==> src/flc_pkg.sv <==
// constants, types and helpers for the flash led control logic
package flc_pkg;
  localparam int CLK_MHZ       = 250;
  localparam int CLK_PERIOD_NS = 4;
  localparam int SPIKE_NS      = 50;
  localparam int SPIKE_CYC     = (SPIKE_NS + CLK_PERIOD_NS - 1) / CLK_PERIOD_NS;
  localparam int TICK_NS       = 1000;
  localparam int TICK_CYC      = TICK_NS / CLK_PERIOD_NS;
  localparam int FLASH_TO0_US  = 110000;
  localparam int FLASH_TO1_US  = 220000;
  localparam int FLASH_TO2_US  = 530000;
  localparam int FLASH_TO3_US  = 1100000;
  localparam int TMR_W         = 21;

  localparam logic [6:0] TGT_ADDR = 7'h28;

  localparam logic [1:0] REG_CTRL  = 2'h0;
  localparam logic [1:0] REG_VSTAT = 2'h1;
  localparam logic [1:0] REG_FLASH = 2'h2;
  localparam logic [1:0] REG_TORCH = 2'h3;
  localparam logic [7:0] REG_RESET = 8'h00;

  localparam int CTRL_MODE_LO = 6;
  localparam int CTRL_RET     = 5;
  localparam int CTRL_GAIN_LO = 3;
  localparam int CTRL_TO_LO   = 0;
  localparam logic [1:0] MODE_FLASH = 2'h3;
  localparam logic [1:0] MODE_TORCH = 2'h1;

  localparam int VSTAT_V_LO = 5;
  localparam int VSTAT_RDY  = 4;
  localparam int VSTAT_UVLO = 1;
  localparam int VSTAT_OT   = 0;

  localparam int LED_EN_LO  = 5;
  localparam int LED_LVL_LO = 0;

  localparam logic [13:0] VLIM_BASE_MV  = 14'h11C6;
  localparam logic [13:0] VLIM_STEP_MV  = 14'h0096;
  localparam logic [13:0] VLIM_TORCH_MV = 14'h1194;
  localparam logic [13:0] RDY_MARGIN_MV = 14'h0064;

  typedef enum {ST_IDLE, ST_RX, ST_ACK, ST_TX, ST_RACK} flc_i2c_state_t;
  typedef enum {PH_ADDR, PH_PTR, PH_DATA} flc_phase_t;

  // flash-mode output voltage limit in mV, 4550 + 150 per code
  function automatic logic [13:0] flc_vlim_mv(input logic [2:0] code);
    logic [13:0] step;
    step = 14'(code) * VLIM_STEP_MV;
    return VLIM_BASE_MV + step;
  endfunction : flc_vlim_mv
endpackage : flc_pkg

==> src/flc_in_filter.sv <==
// two-flop synchroniser with per-bit stability filter
`timescale 1ns/1ps
module flc_in_filter #(
  parameter int W      = 1,
  parameter int STABLE = 1
) (
  input  wire logic         sys_clk,
  input  wire logic         rst_n,
  input  wire logic [W-1:0] d,
  output logic      [W-1:0] q
);
  localparam int CW = $clog2(STABLE + 1);
  logic [W-1:0]  s1;
  logic [W-1:0]  s2;
  logic [CW-1:0] cnt [W];

  always_ff @(posedge sys_clk or negedge rst_n)
  begin
    if (!rst_n)
    begin
      s1 <= '0;
      s2 <= '0;
    end
    else
    begin
      s1 <= d;
      s2 <= s1;
    end
  end

  always_ff @(posedge sys_clk or negedge rst_n)
  begin
    if (!rst_n)
    begin
      q <= '0;
      for (int i = 0; i < W; i++) cnt[i] <= '0;
    end
    else
    begin
      for (int i = 0; i < W; i++)
      begin
        if (s2[i] == q[i])
          cnt[i] <= '0;
        else if (cnt[i] == CW'(STABLE - 1))
        begin
          q[i]   <= s2[i];
          cnt[i] <= '0;
        end
        else
          cnt[i] <= CW'(cnt[i] + 1'b1);
      end
    end
  end
endmodule : flc_in_filter

==> src/flc_flash_timer.sv <==
// flash interval timer on a 1 us prescaler tick
`timescale 1ns/1ps
module flc_flash_timer #(
  parameter int TO0 = 1,
  parameter int TO1 = 1,
  parameter int TO2 = 1,
  parameter int TO3 = 1
) (
  input  wire logic       sys_clk,
  input  wire logic       rst_n,
  input  wire logic       start,
  input  wire logic       abort,
  input  wire logic [1:0] sel,
  output logic            active
);
  import flc_pkg::*;
  logic [7:0]       pre;
  logic             tick;
  logic [TMR_W-1:0] cnt;
  logic [TMR_W-1:0] lim;

  always_comb
  begin
    unique case (sel)
      2'h0: lim = TMR_W'(TO0);
      2'h1: lim = TMR_W'(TO1);
      2'h2: lim = TMR_W'(TO2);
      2'h3: lim = TMR_W'(TO3);
    endcase
  end

  assign tick = (pre == 8'(TICK_CYC - 1));

  always_ff @(posedge sys_clk or negedge rst_n)
  begin
    if (!rst_n)
      pre <= 8'h00;
    else if (!active || tick)
      pre <= 8'h00;
    else
      pre <= 8'(pre + 1'b1);
  end

  always_ff @(posedge sys_clk or negedge rst_n)
  begin
    if (!rst_n)
    begin
      active <= 1'b0;
      cnt    <= '0;
    end
    else if (abort)
    begin
      active <= 1'b0;
      cnt    <= '0;
    end
    else if (start && !active)
    begin
      active <= 1'b1;
      cnt    <= '0;
    end
    else if (active && tick)
    begin
      // a shorter code chosen mid-flash still ends the interval
      if (cnt >= TMR_W'(lim - 1'b1))
        active <= 1'b0;
      cnt <= TMR_W'(cnt + 1'b1);
    end
  end
endmodule : flc_flash_timer

==> src/flc_top.sv <==
// flash led control logic: i2c target, registers, flash and ready
`timescale 1ns/1ps
module flc_top #(
  parameter int FLASH_TO0_TICKS = flc_pkg::FLASH_TO0_US * 1000 / flc_pkg::TICK_NS,
  parameter int FLASH_TO1_TICKS = flc_pkg::FLASH_TO1_US * 1000 / flc_pkg::TICK_NS,
  parameter int FLASH_TO2_TICKS = flc_pkg::FLASH_TO2_US * 1000 / flc_pkg::TICK_NS,
  parameter int FLASH_TO3_TICKS = flc_pkg::FLASH_TO3_US * 1000 / flc_pkg::TICK_NS
) (
  input  wire logic        sys_clk,
  input  wire logic        rst_n,
  input  wire logic        shdn_n,
  input  wire logic        flash_trig,
  input  wire logic        scl_i,
  input  wire logic        sda_i,
  output logic             sda_o,
  output logic             sda_oe,
  input  wire logic [12:0] vout_mv,
  input  wire logic [2:0]  led_short,
  input  wire logic        fault_uvlo,
  input  wire logic        fault_ot,
  output logic      [2:0]  led_en,
  output logic      [4:0]  led_level,
  output logic      [1:0]  gain,
  output logic             pump_en,
  output logic             rdy
);
  import flc_pkg::*;

  logic           scl_f;
  logic           sda_f;
  logic           scl_q;
  logic           sda_q;
  logic           shdn_s;
  logic           trig_s;
  logic           trig_q;
  logic           uvlo_s;
  logic           ot_s;
  logic [2:0]     short_s;
  logic           scl_rise;
  logic           scl_fall;
  logic           start_c;
  logic           stop_c;
  flc_i2c_state_t state;
  flc_phase_t     phase;
  logic           rw;
  logic [3:0]     bcnt;
  logic [7:0]     sh;
  logic [1:0]     ptr;
  logic           wr_en;
  logic [1:0]     wr_idx;
  logic [7:0]     wr_data;
  logic [7:0]     rd_byte;
  logic [7:0]     ctrl;
  logic [2:0]     vsel;
  logic [7:0]     flash_r;
  logic [7:0]     torch_r;
  logic [1:0]     mode;
  logic           flash_mode;
  logic           torch_mode;
  logic           flash_on;
  logic           flash_go;
  logic [13:0]    lim;

  flc_in_filter #(
    .W      (2),
    .STABLE (SPIKE_CYC)
  ) u_bus_filt (
    .sys_clk (sys_clk),
    .rst_n   (rst_n),
    .d       ({scl_i, sda_i}),
    .q       ({scl_f, sda_f})
  );

  flc_in_filter #(
    .W      (7),
    .STABLE (1)
  ) u_pin_sync (
    .sys_clk (sys_clk),
    .rst_n   (rst_n),
    .d       ({shdn_n, flash_trig, fault_uvlo, fault_ot, led_short}),
    .q       ({shdn_s, trig_s, uvlo_s, ot_s, short_s})
  );

  always_ff @(posedge sys_clk or negedge rst_n)
  begin
    if (!rst_n)
    begin
      scl_q  <= 1'b0;
      sda_q  <= 1'b0;
      trig_q <= 1'b0;
    end
    else
    begin
      scl_q  <= scl_f;
      sda_q  <= sda_f;
      trig_q <= trig_s;
    end
  end

  assign scl_rise = scl_f & ~scl_q;
  assign scl_fall = ~scl_f & scl_q;
  assign start_c  = scl_f & scl_q & sda_q & ~sda_f;
  assign stop_c   = scl_f & scl_q & ~sda_q & sda_f;
  assign sda_o    = 1'b0;

  always_comb
  begin
    unique case (ptr)
      REG_CTRL:  rd_byte = ctrl;
      REG_VSTAT: rd_byte = {vsel, rdy, 2'b00, uvlo_s, ot_s};
      REG_FLASH: rd_byte = flash_r;
      REG_TORCH: rd_byte = torch_r;
    endcase
  end

  // i2c target: address, pointer, then data with auto increment
  always_ff @(posedge sys_clk or negedge rst_n)
  begin
    if (!rst_n)
    begin
      state   <= ST_IDLE;
      phase   <= PH_ADDR;
      rw      <= 1'b0;
      bcnt    <= 4'h0;
      sh      <= 8'h00;
      ptr     <= 2'h0;
      sda_oe  <= 1'b0;
      wr_en   <= 1'b0;
      wr_idx  <= 2'h0;
      wr_data <= 8'h00;
    end
    else
    begin
      wr_en <= 1'b0;
      if (start_c)
      begin
        state  <= ST_RX;
        phase  <= PH_ADDR;
        bcnt   <= 4'h0;
        sda_oe <= 1'b0;
      end
      else if (stop_c)
      begin
        state  <= ST_IDLE;
        sda_oe <= 1'b0;
      end
      else
      begin
        unique case (state)
          ST_IDLE: ;
          ST_RX:
          begin
            if (scl_rise)
            begin
              sh   <= {sh[6:0], sda_f};
              bcnt <= 4'(bcnt + 1'b1);
            end
            else if (scl_fall && bcnt == 4'h8)
            begin
              if (phase == PH_ADDR && sh[7:1] != TGT_ADDR)
                state <= ST_IDLE;
              else
              begin
                sda_oe <= 1'b1;
                state  <= ST_ACK;
                unique case (phase)
                  PH_ADDR: rw <= sh[0];
                  PH_PTR:  ptr <= sh[1:0];
                  PH_DATA:
                  begin
                    wr_en   <= 1'b1;
                    wr_idx  <= ptr;
                    wr_data <= sh;
                    ptr     <= 2'(ptr + 1'b1);
                  end
                endcase
              end
            end
          end
          ST_ACK:
          begin
            if (scl_fall)
            begin
              bcnt <= 4'h0;
              if (phase == PH_ADDR && rw)
              begin
                state  <= ST_TX;
                sh     <= rd_byte;
                sda_oe <= ~rd_byte[7];
                ptr    <= 2'(ptr + 1'b1);
              end
              else
              begin
                state  <= ST_RX;
                sda_oe <= 1'b0;
                phase  <= (phase == PH_ADDR) ? PH_PTR : PH_DATA;
              end
            end
          end
          ST_TX:
          begin
            if (scl_fall)
            begin
              if (bcnt == 4'h7)
              begin
                sda_oe <= 1'b0;
                state  <= ST_RACK;
              end
              else
              begin
                sh     <= {sh[6:0], 1'b0};
                bcnt   <= 4'(bcnt + 1'b1);
                sda_oe <= ~sh[6];
              end
            end
          end
          ST_RACK:
          begin
            if (scl_rise && sda_f)
              state <= ST_IDLE;
            else if (scl_fall)
            begin
              state  <= ST_TX;
              bcnt   <= 4'h0;
              sh     <= rd_byte;
              sda_oe <= ~rd_byte[7];
              ptr    <= 2'(ptr + 1'b1);
            end
          end
        endcase
      end
    end
  end

  // register file and shutdown handling
  always_ff @(posedge sys_clk or negedge rst_n)
  begin
    if (!rst_n)
    begin
      ctrl    <= REG_RESET;
      vsel    <= REG_RESET[2:0];
      flash_r <= REG_RESET;
      torch_r <= REG_RESET;
    end
    else if (!shdn_s && !ctrl[CTRL_RET])
    begin
      ctrl    <= REG_RESET;
      vsel    <= REG_RESET[2:0];
      flash_r <= REG_RESET;
      torch_r <= REG_RESET;
    end
    else if (wr_en && shdn_s)
    begin
      unique case (wr_idx)
        REG_CTRL:  ctrl <= wr_data;
        REG_VSTAT: vsel <= wr_data[VSTAT_V_LO +: 3];
        REG_FLASH: flash_r <= wr_data;
        REG_TORCH: torch_r <= wr_data;
      endcase
    end
  end

  assign mode       = ctrl[CTRL_MODE_LO +: 2];
  assign flash_mode = (mode == MODE_FLASH);
  assign torch_mode = (mode == MODE_TORCH);
  assign gain       = ctrl[CTRL_GAIN_LO +: 2];
  assign flash_go   = shdn_s & flash_mode & trig_s & ~trig_q;

  flc_flash_timer #(
    .TO0 (FLASH_TO0_TICKS),
    .TO1 (FLASH_TO1_TICKS),
    .TO2 (FLASH_TO2_TICKS),
    .TO3 (FLASH_TO3_TICKS)
  ) u_timer (
    .sys_clk (sys_clk),
    .rst_n   (rst_n),
    .start   (flash_go),
    .abort   (~shdn_s | ~flash_mode),
    .sel     (ctrl[CTRL_TO_LO +: 2]),
    .active  (flash_on)
  );

  always_ff @(posedge sys_clk or negedge rst_n)
  begin
    if (!rst_n)
    begin
      led_en    <= 3'h0;
      led_level <= 5'h00;
      pump_en   <= 1'b0;
    end
    else if (!shdn_s)
    begin
      led_en    <= 3'h0;
      led_level <= 5'h00;
      pump_en   <= 1'b0;
    end
    else
    begin
      pump_en <= flash_mode | torch_mode;
      if (flash_mode)
      begin
        led_en    <= flash_on ? flash_r[LED_EN_LO +: 3] & ~short_s : 3'h0;
        led_level <= flash_r[LED_LVL_LO +: 5];
      end
      else if (torch_mode)
      begin
        led_en    <= torch_r[LED_EN_LO +: 3] & ~short_s;
        led_level <= torch_r[LED_LVL_LO +: 5];
      end
      else
      begin
        led_en    <= 3'h0;
        led_level <= 5'h00;
      end
    end
  end

  assign lim = flash_mode ? flc_vlim_mv(vsel) : VLIM_TORCH_MV;

  always_ff @(posedge sys_clk or negedge rst_n)
  begin
    if (!rst_n)
      rdy <= 1'b0;
    else
      rdy <= shdn_s & ((14'(vout_mv) + RDY_MARGIN_MV) >= lim);
  end
endmodule : flc_top

==> config.mk <==
export PLATFORM = sky130hd
export DESIGN_NAME = flc_top
export DESIGN_NICKNAME = d
export VERILOG_FILES = /design/src/flc_pkg.sv /design/src/flc_in_filter.sv /design/src/flc_flash_timer.sv /design/src/flc_top.sv
export SDC_FILE = /design/constraint.sdc
export NUM_CORES = 1
export LEC_CHECK = 0
export BUFFER_PORTS_ARGS = -buffer_cell sky130_fd_sc_hd__buf_2
export CAP_MARGIN = 40
export CORE_MARGIN = 3
export CORE_UTILIZATION = 61
export CTS_CLUSTER_SIZE = 14
export DETAILED_ROUTE_END_ITERATION = 10
export GPL_TIMING_DRIVEN = 1
export HOLD_SLACK_MARGIN = 0.03
export MAX_ROUTING_LAYER = met4
export PLACE_DENSITY = 0.83
export SETUP_SLACK_MARGIN = 0.15
export SLEW_MARGIN = 25
export SYNTH_ARGS = -nofsm -noshare
export SYNTH_HDL_FRONTEND = slang
export SYNTH_SLANG_ARGS = --single-unit
==> constraint.sdc <==
create_clock -name sys_clk -period 4.6 [get_ports sys_clk]
set_clock_uncertainty 0.15 [all_clocks]
set_input_delay 0.23 -clock sys_clk [delete_from_list [all_inputs] [get_ports sys_clk]]
set_output_delay 0.23 -clock sys_clk [all_outputs]
set_load 0.02 [all_outputs]
==> metrics.csv <==
stage;metric;value;unit
synth;Async SR Flop Fraction;100;%
synth;Mapped Nets;877;
synth;Yosys warnings;0;
synth;cell accounting for the most synthesized area;dfrtp_1;
min_path;HP Start;vout_mv[0];
worst_setup_path;CP arrival;4.04;ns
timing;Fin. Hold Viols;0;
routing;Initial DRT Pass Iterations;6;
placement;placed wire-length estimate;12000;um
worst_setup_path;Max stage delay cell, worst path;dfrtp_1;
worst_setup_path;Reg-to-Reg Start;vsel[1]$_DFFE_PN0P_;
routing;DRC Markers;0;
clock_tree;CTS buffer count;17;
clock_tree;CTS resizes;0;
pwr;peak supply drop;0.000370;V
synth;cell area after synthesis;7720;um2
placement;placed insts;966;
min_path;Hold Crit Depth;5;
floorplan;Die H;119;um
synth;Mapped Cells;793;
synth;Seq cells post-synth;137;
clock_tree;H-tree Lvls;4;
worst_setup_path;Top delay family on crit path;adder cells;
cells_and_area;Finished Layout Cells;1012;
synth;most frequent cells after synthesis;dfrtp_1, nand2_1, nor2_1, a21oi_1, ha_1;
floorplan;std cell rows;40;
grt;number of global-route vias before repair;6160;
grt;Overflow after GRT;0;
worst_setup_path;Worst Setup End Kind;flip-flop;
timing;Final Setup Violations;0;
worst_setup_path;slowest stage delay, CP;0.50;ns
floorplan;core footprint;12200;um2
placement;Buffers on Ports;36;
timing;fin crit share;84.8;%
pwr;Leak;3.88;nW
cells_and_area;filler cell count in the final layout;900;
routing;1st-iter DRT viols;504;
clock_tree;clock slew at reported path FFs;0.06;ns
pwr;Pwr Density;304;nW/um2
grt;All-Layer GR Usage;26.5;%
placement;routability cong.;0.929;
synth;Post-synth EDFFs;0;
worst_setup_path;flop-to-flop setup slack;0.70;ns
synth;most common cell in the netlist;dfrtp_1;
floorplan;die footprint;14000;um2
worst_setup_path;crit-path cells;ha_1 > ha_1 > fa_1 > xnor2_1 > nor3b_1 > a211oi_1 > xnor2_1 > nor2_1 > ha_1 > a21oi_1 > nor2b_1 > o311ai_0 > a311oi_1;
floorplan;Die X;119;um
floorplan;Initial Util;63.2;%
cells_and_area;Area Growth Syn to Fin;12.7;%
timing;Peak Freq;0.256;GHz
timing;Final min period;3.90;ns
cells_and_area;antenna diode instance count;0;
grt;antenna violations before repair;0;
timing;RSZ-0062 raised after global routing;no;
routing;DR WL/cell;16.7;um
cells_and_area;Reg area;3430;um2
cells_and_area;nets;915;
worst_setup_path;R2R depth;13;
min_path;Worst Hold Class;input pin to flip-flop;
timing;remaining max-slew budget at the tightest pin;57.3;%
routing;total number of vias;6012;
min_path;hold endpoint;rdy$_DFF_PN0_;
worst_setup_path;reg2reg end;rdy$_DFF_PN0_;
pwr;Tot Pwr;2.65;mW
clock_tree;Root Driver;clkbuf_16;
synth;syn_area_per_cell;9.74;um2
worst_setup_path;Worst setup SP type;flip-flop;
synth;Synth top area share;44.4;%
clock_tree;clock sink total;137;
routing;Post-DRT Antenna Nets;0;
synth;post-synthesis sequential area ratio;44.4;%
worst_setup_path;CP Class;flip-flop to flip-flop;
grt;first-pass GRT wire length;29600;um
status;status;finished clean;
timing;total negative slack;0;ns
worst_setup_path;critical path peak fanout;9;
grt;maximum number of pins on one net before global-route repair;57;
timing;Pins Over Slew Limit;0;
run;maxcap violations;0;
synth;synth top area cells;dfrtp_1, ha_1, nand2_1;
floorplan;Boundary Pins;38;
routing;final WL;16900;um
synth;Yosys cell types;62;
worst_setup_path;cell mode on critical path;ha_1;
clock_tree;CTS Buffer Depth;2;
cells_and_area;share of cells above drive strength 1;12.8;%
worst_setup_path;CP Buf/Inv Count;0;
timing;slew at the pin closest to its max-slew limit;0.639;ns
synth;ys flop type;dfrtp_1;
clock_tree;CTS tree;done;
clock_tree;worst skew pair latency;0.42;ns
routing;vias per inst;5.94;
worst_setup_path;CP required;4.74;ns
cells_and_area;area of the multi-input gates;3980;um2
[metrics by stage]
step	util [%]	area, um2	hold slack, ns	setup slack, ns
floorplan	-	7720	-0.216	1.20
global placement	65.3	7980	0.183	1.01
detailed placement	65.6	8010	0.0233	0.778
CTS	71.1	8680	0.123	0.770
global route	71.3	8710	0.145	0.395
finish	71.3	8710	0.143	0.697
[worst min-delay path, delay by kind of cell]
family,cells,cell delay (ns)
compound gates,3,0.27
simple gates,1,0.10
buf+inv,1,0.07
[layer usage]
layer  global-route usage (%)  vias up  share of wire, %
met4                     9.49        0               2.2
met2                     42.9      194                50
met5                        -        -                 0
met1                     32.5     2877                42
met3                     6.27       45               5.3
li1                         -     2896                 -
[layout make-up]
type,count,share of cell area (%)
clock buffer,18,4.93
multi-input combinational,582,45.7
sequential,137,39.4
inverter,38,1.64
tap,168,2.41
timing repair buffer,55,4.34
clock inverter,14,1.57
[state kept, by name (all words and copies together), names as in the netlist, 3 cells and up]
| signal | cells |
|---|---|
| bcnt | 4 |
| ctrl | 8 |
| u_pin_sync.q | 7 |
| u_pin_sync.s1 | 7 |
| led_level | 5 |
| vsel | 3 |
| u_bus_filt.cnt | 8 |
| torch_r | 8 |
| u_timer.pre | 8 |
| led_en | 3 |
| flash_r | 8 |
| wr_data | 8 |
| sh | 8 |
| u_pin_sync.s2 | 7 |
| state | 3 |
| u_timer.cnt | 21 |
[what timing repair did]
item | CTS | global route
hold buffers | 11 | 0
endpoints found under the hold margin | 107 | 0
buffers inserted | 0 | 0
[placed cells by master, fill, tap and decap left out, types with 8 or more instances in the layout]
cell / instances
a21oi_1: 63
and3_1: 11
buf_2: 35
clkbuf_16: 17
dfrtp_1: 137
dlygate4sd3_1: 11
ha_1: 59
inv_1: 38
mux2_2: 18
mux2i_1: 19
nand2_1: 93
nand2b_1: 11
nand3_1: 25
nand4_1: 14
nor2_1: 64
nor3_1: 10
o21ai_0: 30
or4_1: 8
xnor2_1: 25
xor2_1: 11
[kinds of logic (layout without fill, tap and decap cells)]
| kind of cell | Yosys count | after routing | share of synthesized area, % |
|---|---|---|---|
| compound gates | 159 | 159 | 13.7 |
| xor+xnor | 36 | 36 | 4.08 |
| fa+ha+maj | 60 | 60 | 9.82 |
| buf+inv | 74 | 125 | 4.07 |
| flops | 137 | 137 | 44.4 |
| mux | 37 | 37 | 5.09 |
| other cells | 2 | 2 | 0.0972 |
| simple gates | 288 | 288 | 18.8 |
[how the worst max path moves through the flow]
stage / start / end / cells past startpoint / slack [ns]
floorplan: vsel[1]$_DFFE_PN0P_ / rdy$_DFF_PN0_ / 13 / 1.20
global placement: vsel[1]$_DFFE_PN0P_ / rdy$_DFF_PN0_ / 14 / 1.01
detailed placement: vsel[1]$_DFFE_PN0P_ / rdy$_DFF_PN0_ / 13 / 0.78
CTS: vsel[1]$_DFFE_PN0P_ / rdy$_DFF_PN0_ / 14 / 0.77
global route: vsel[1]$_DFFE_PN0P_ / rdy$_DFF_PN0_ / 13 / 0.39
finish: vsel[1]$_DFFE_PN0P_ / rdy$_DFF_PN0_ / 13 / 0.70
[power breakdown]
part           internal, mW  total, mW  switching (mW)
Combinational        0.0411      0.105          0.0635
Clock                 0.756       1.31           0.553
Sequential             1.22       1.23          0.0108
Power figures use the tool's default switching activity.
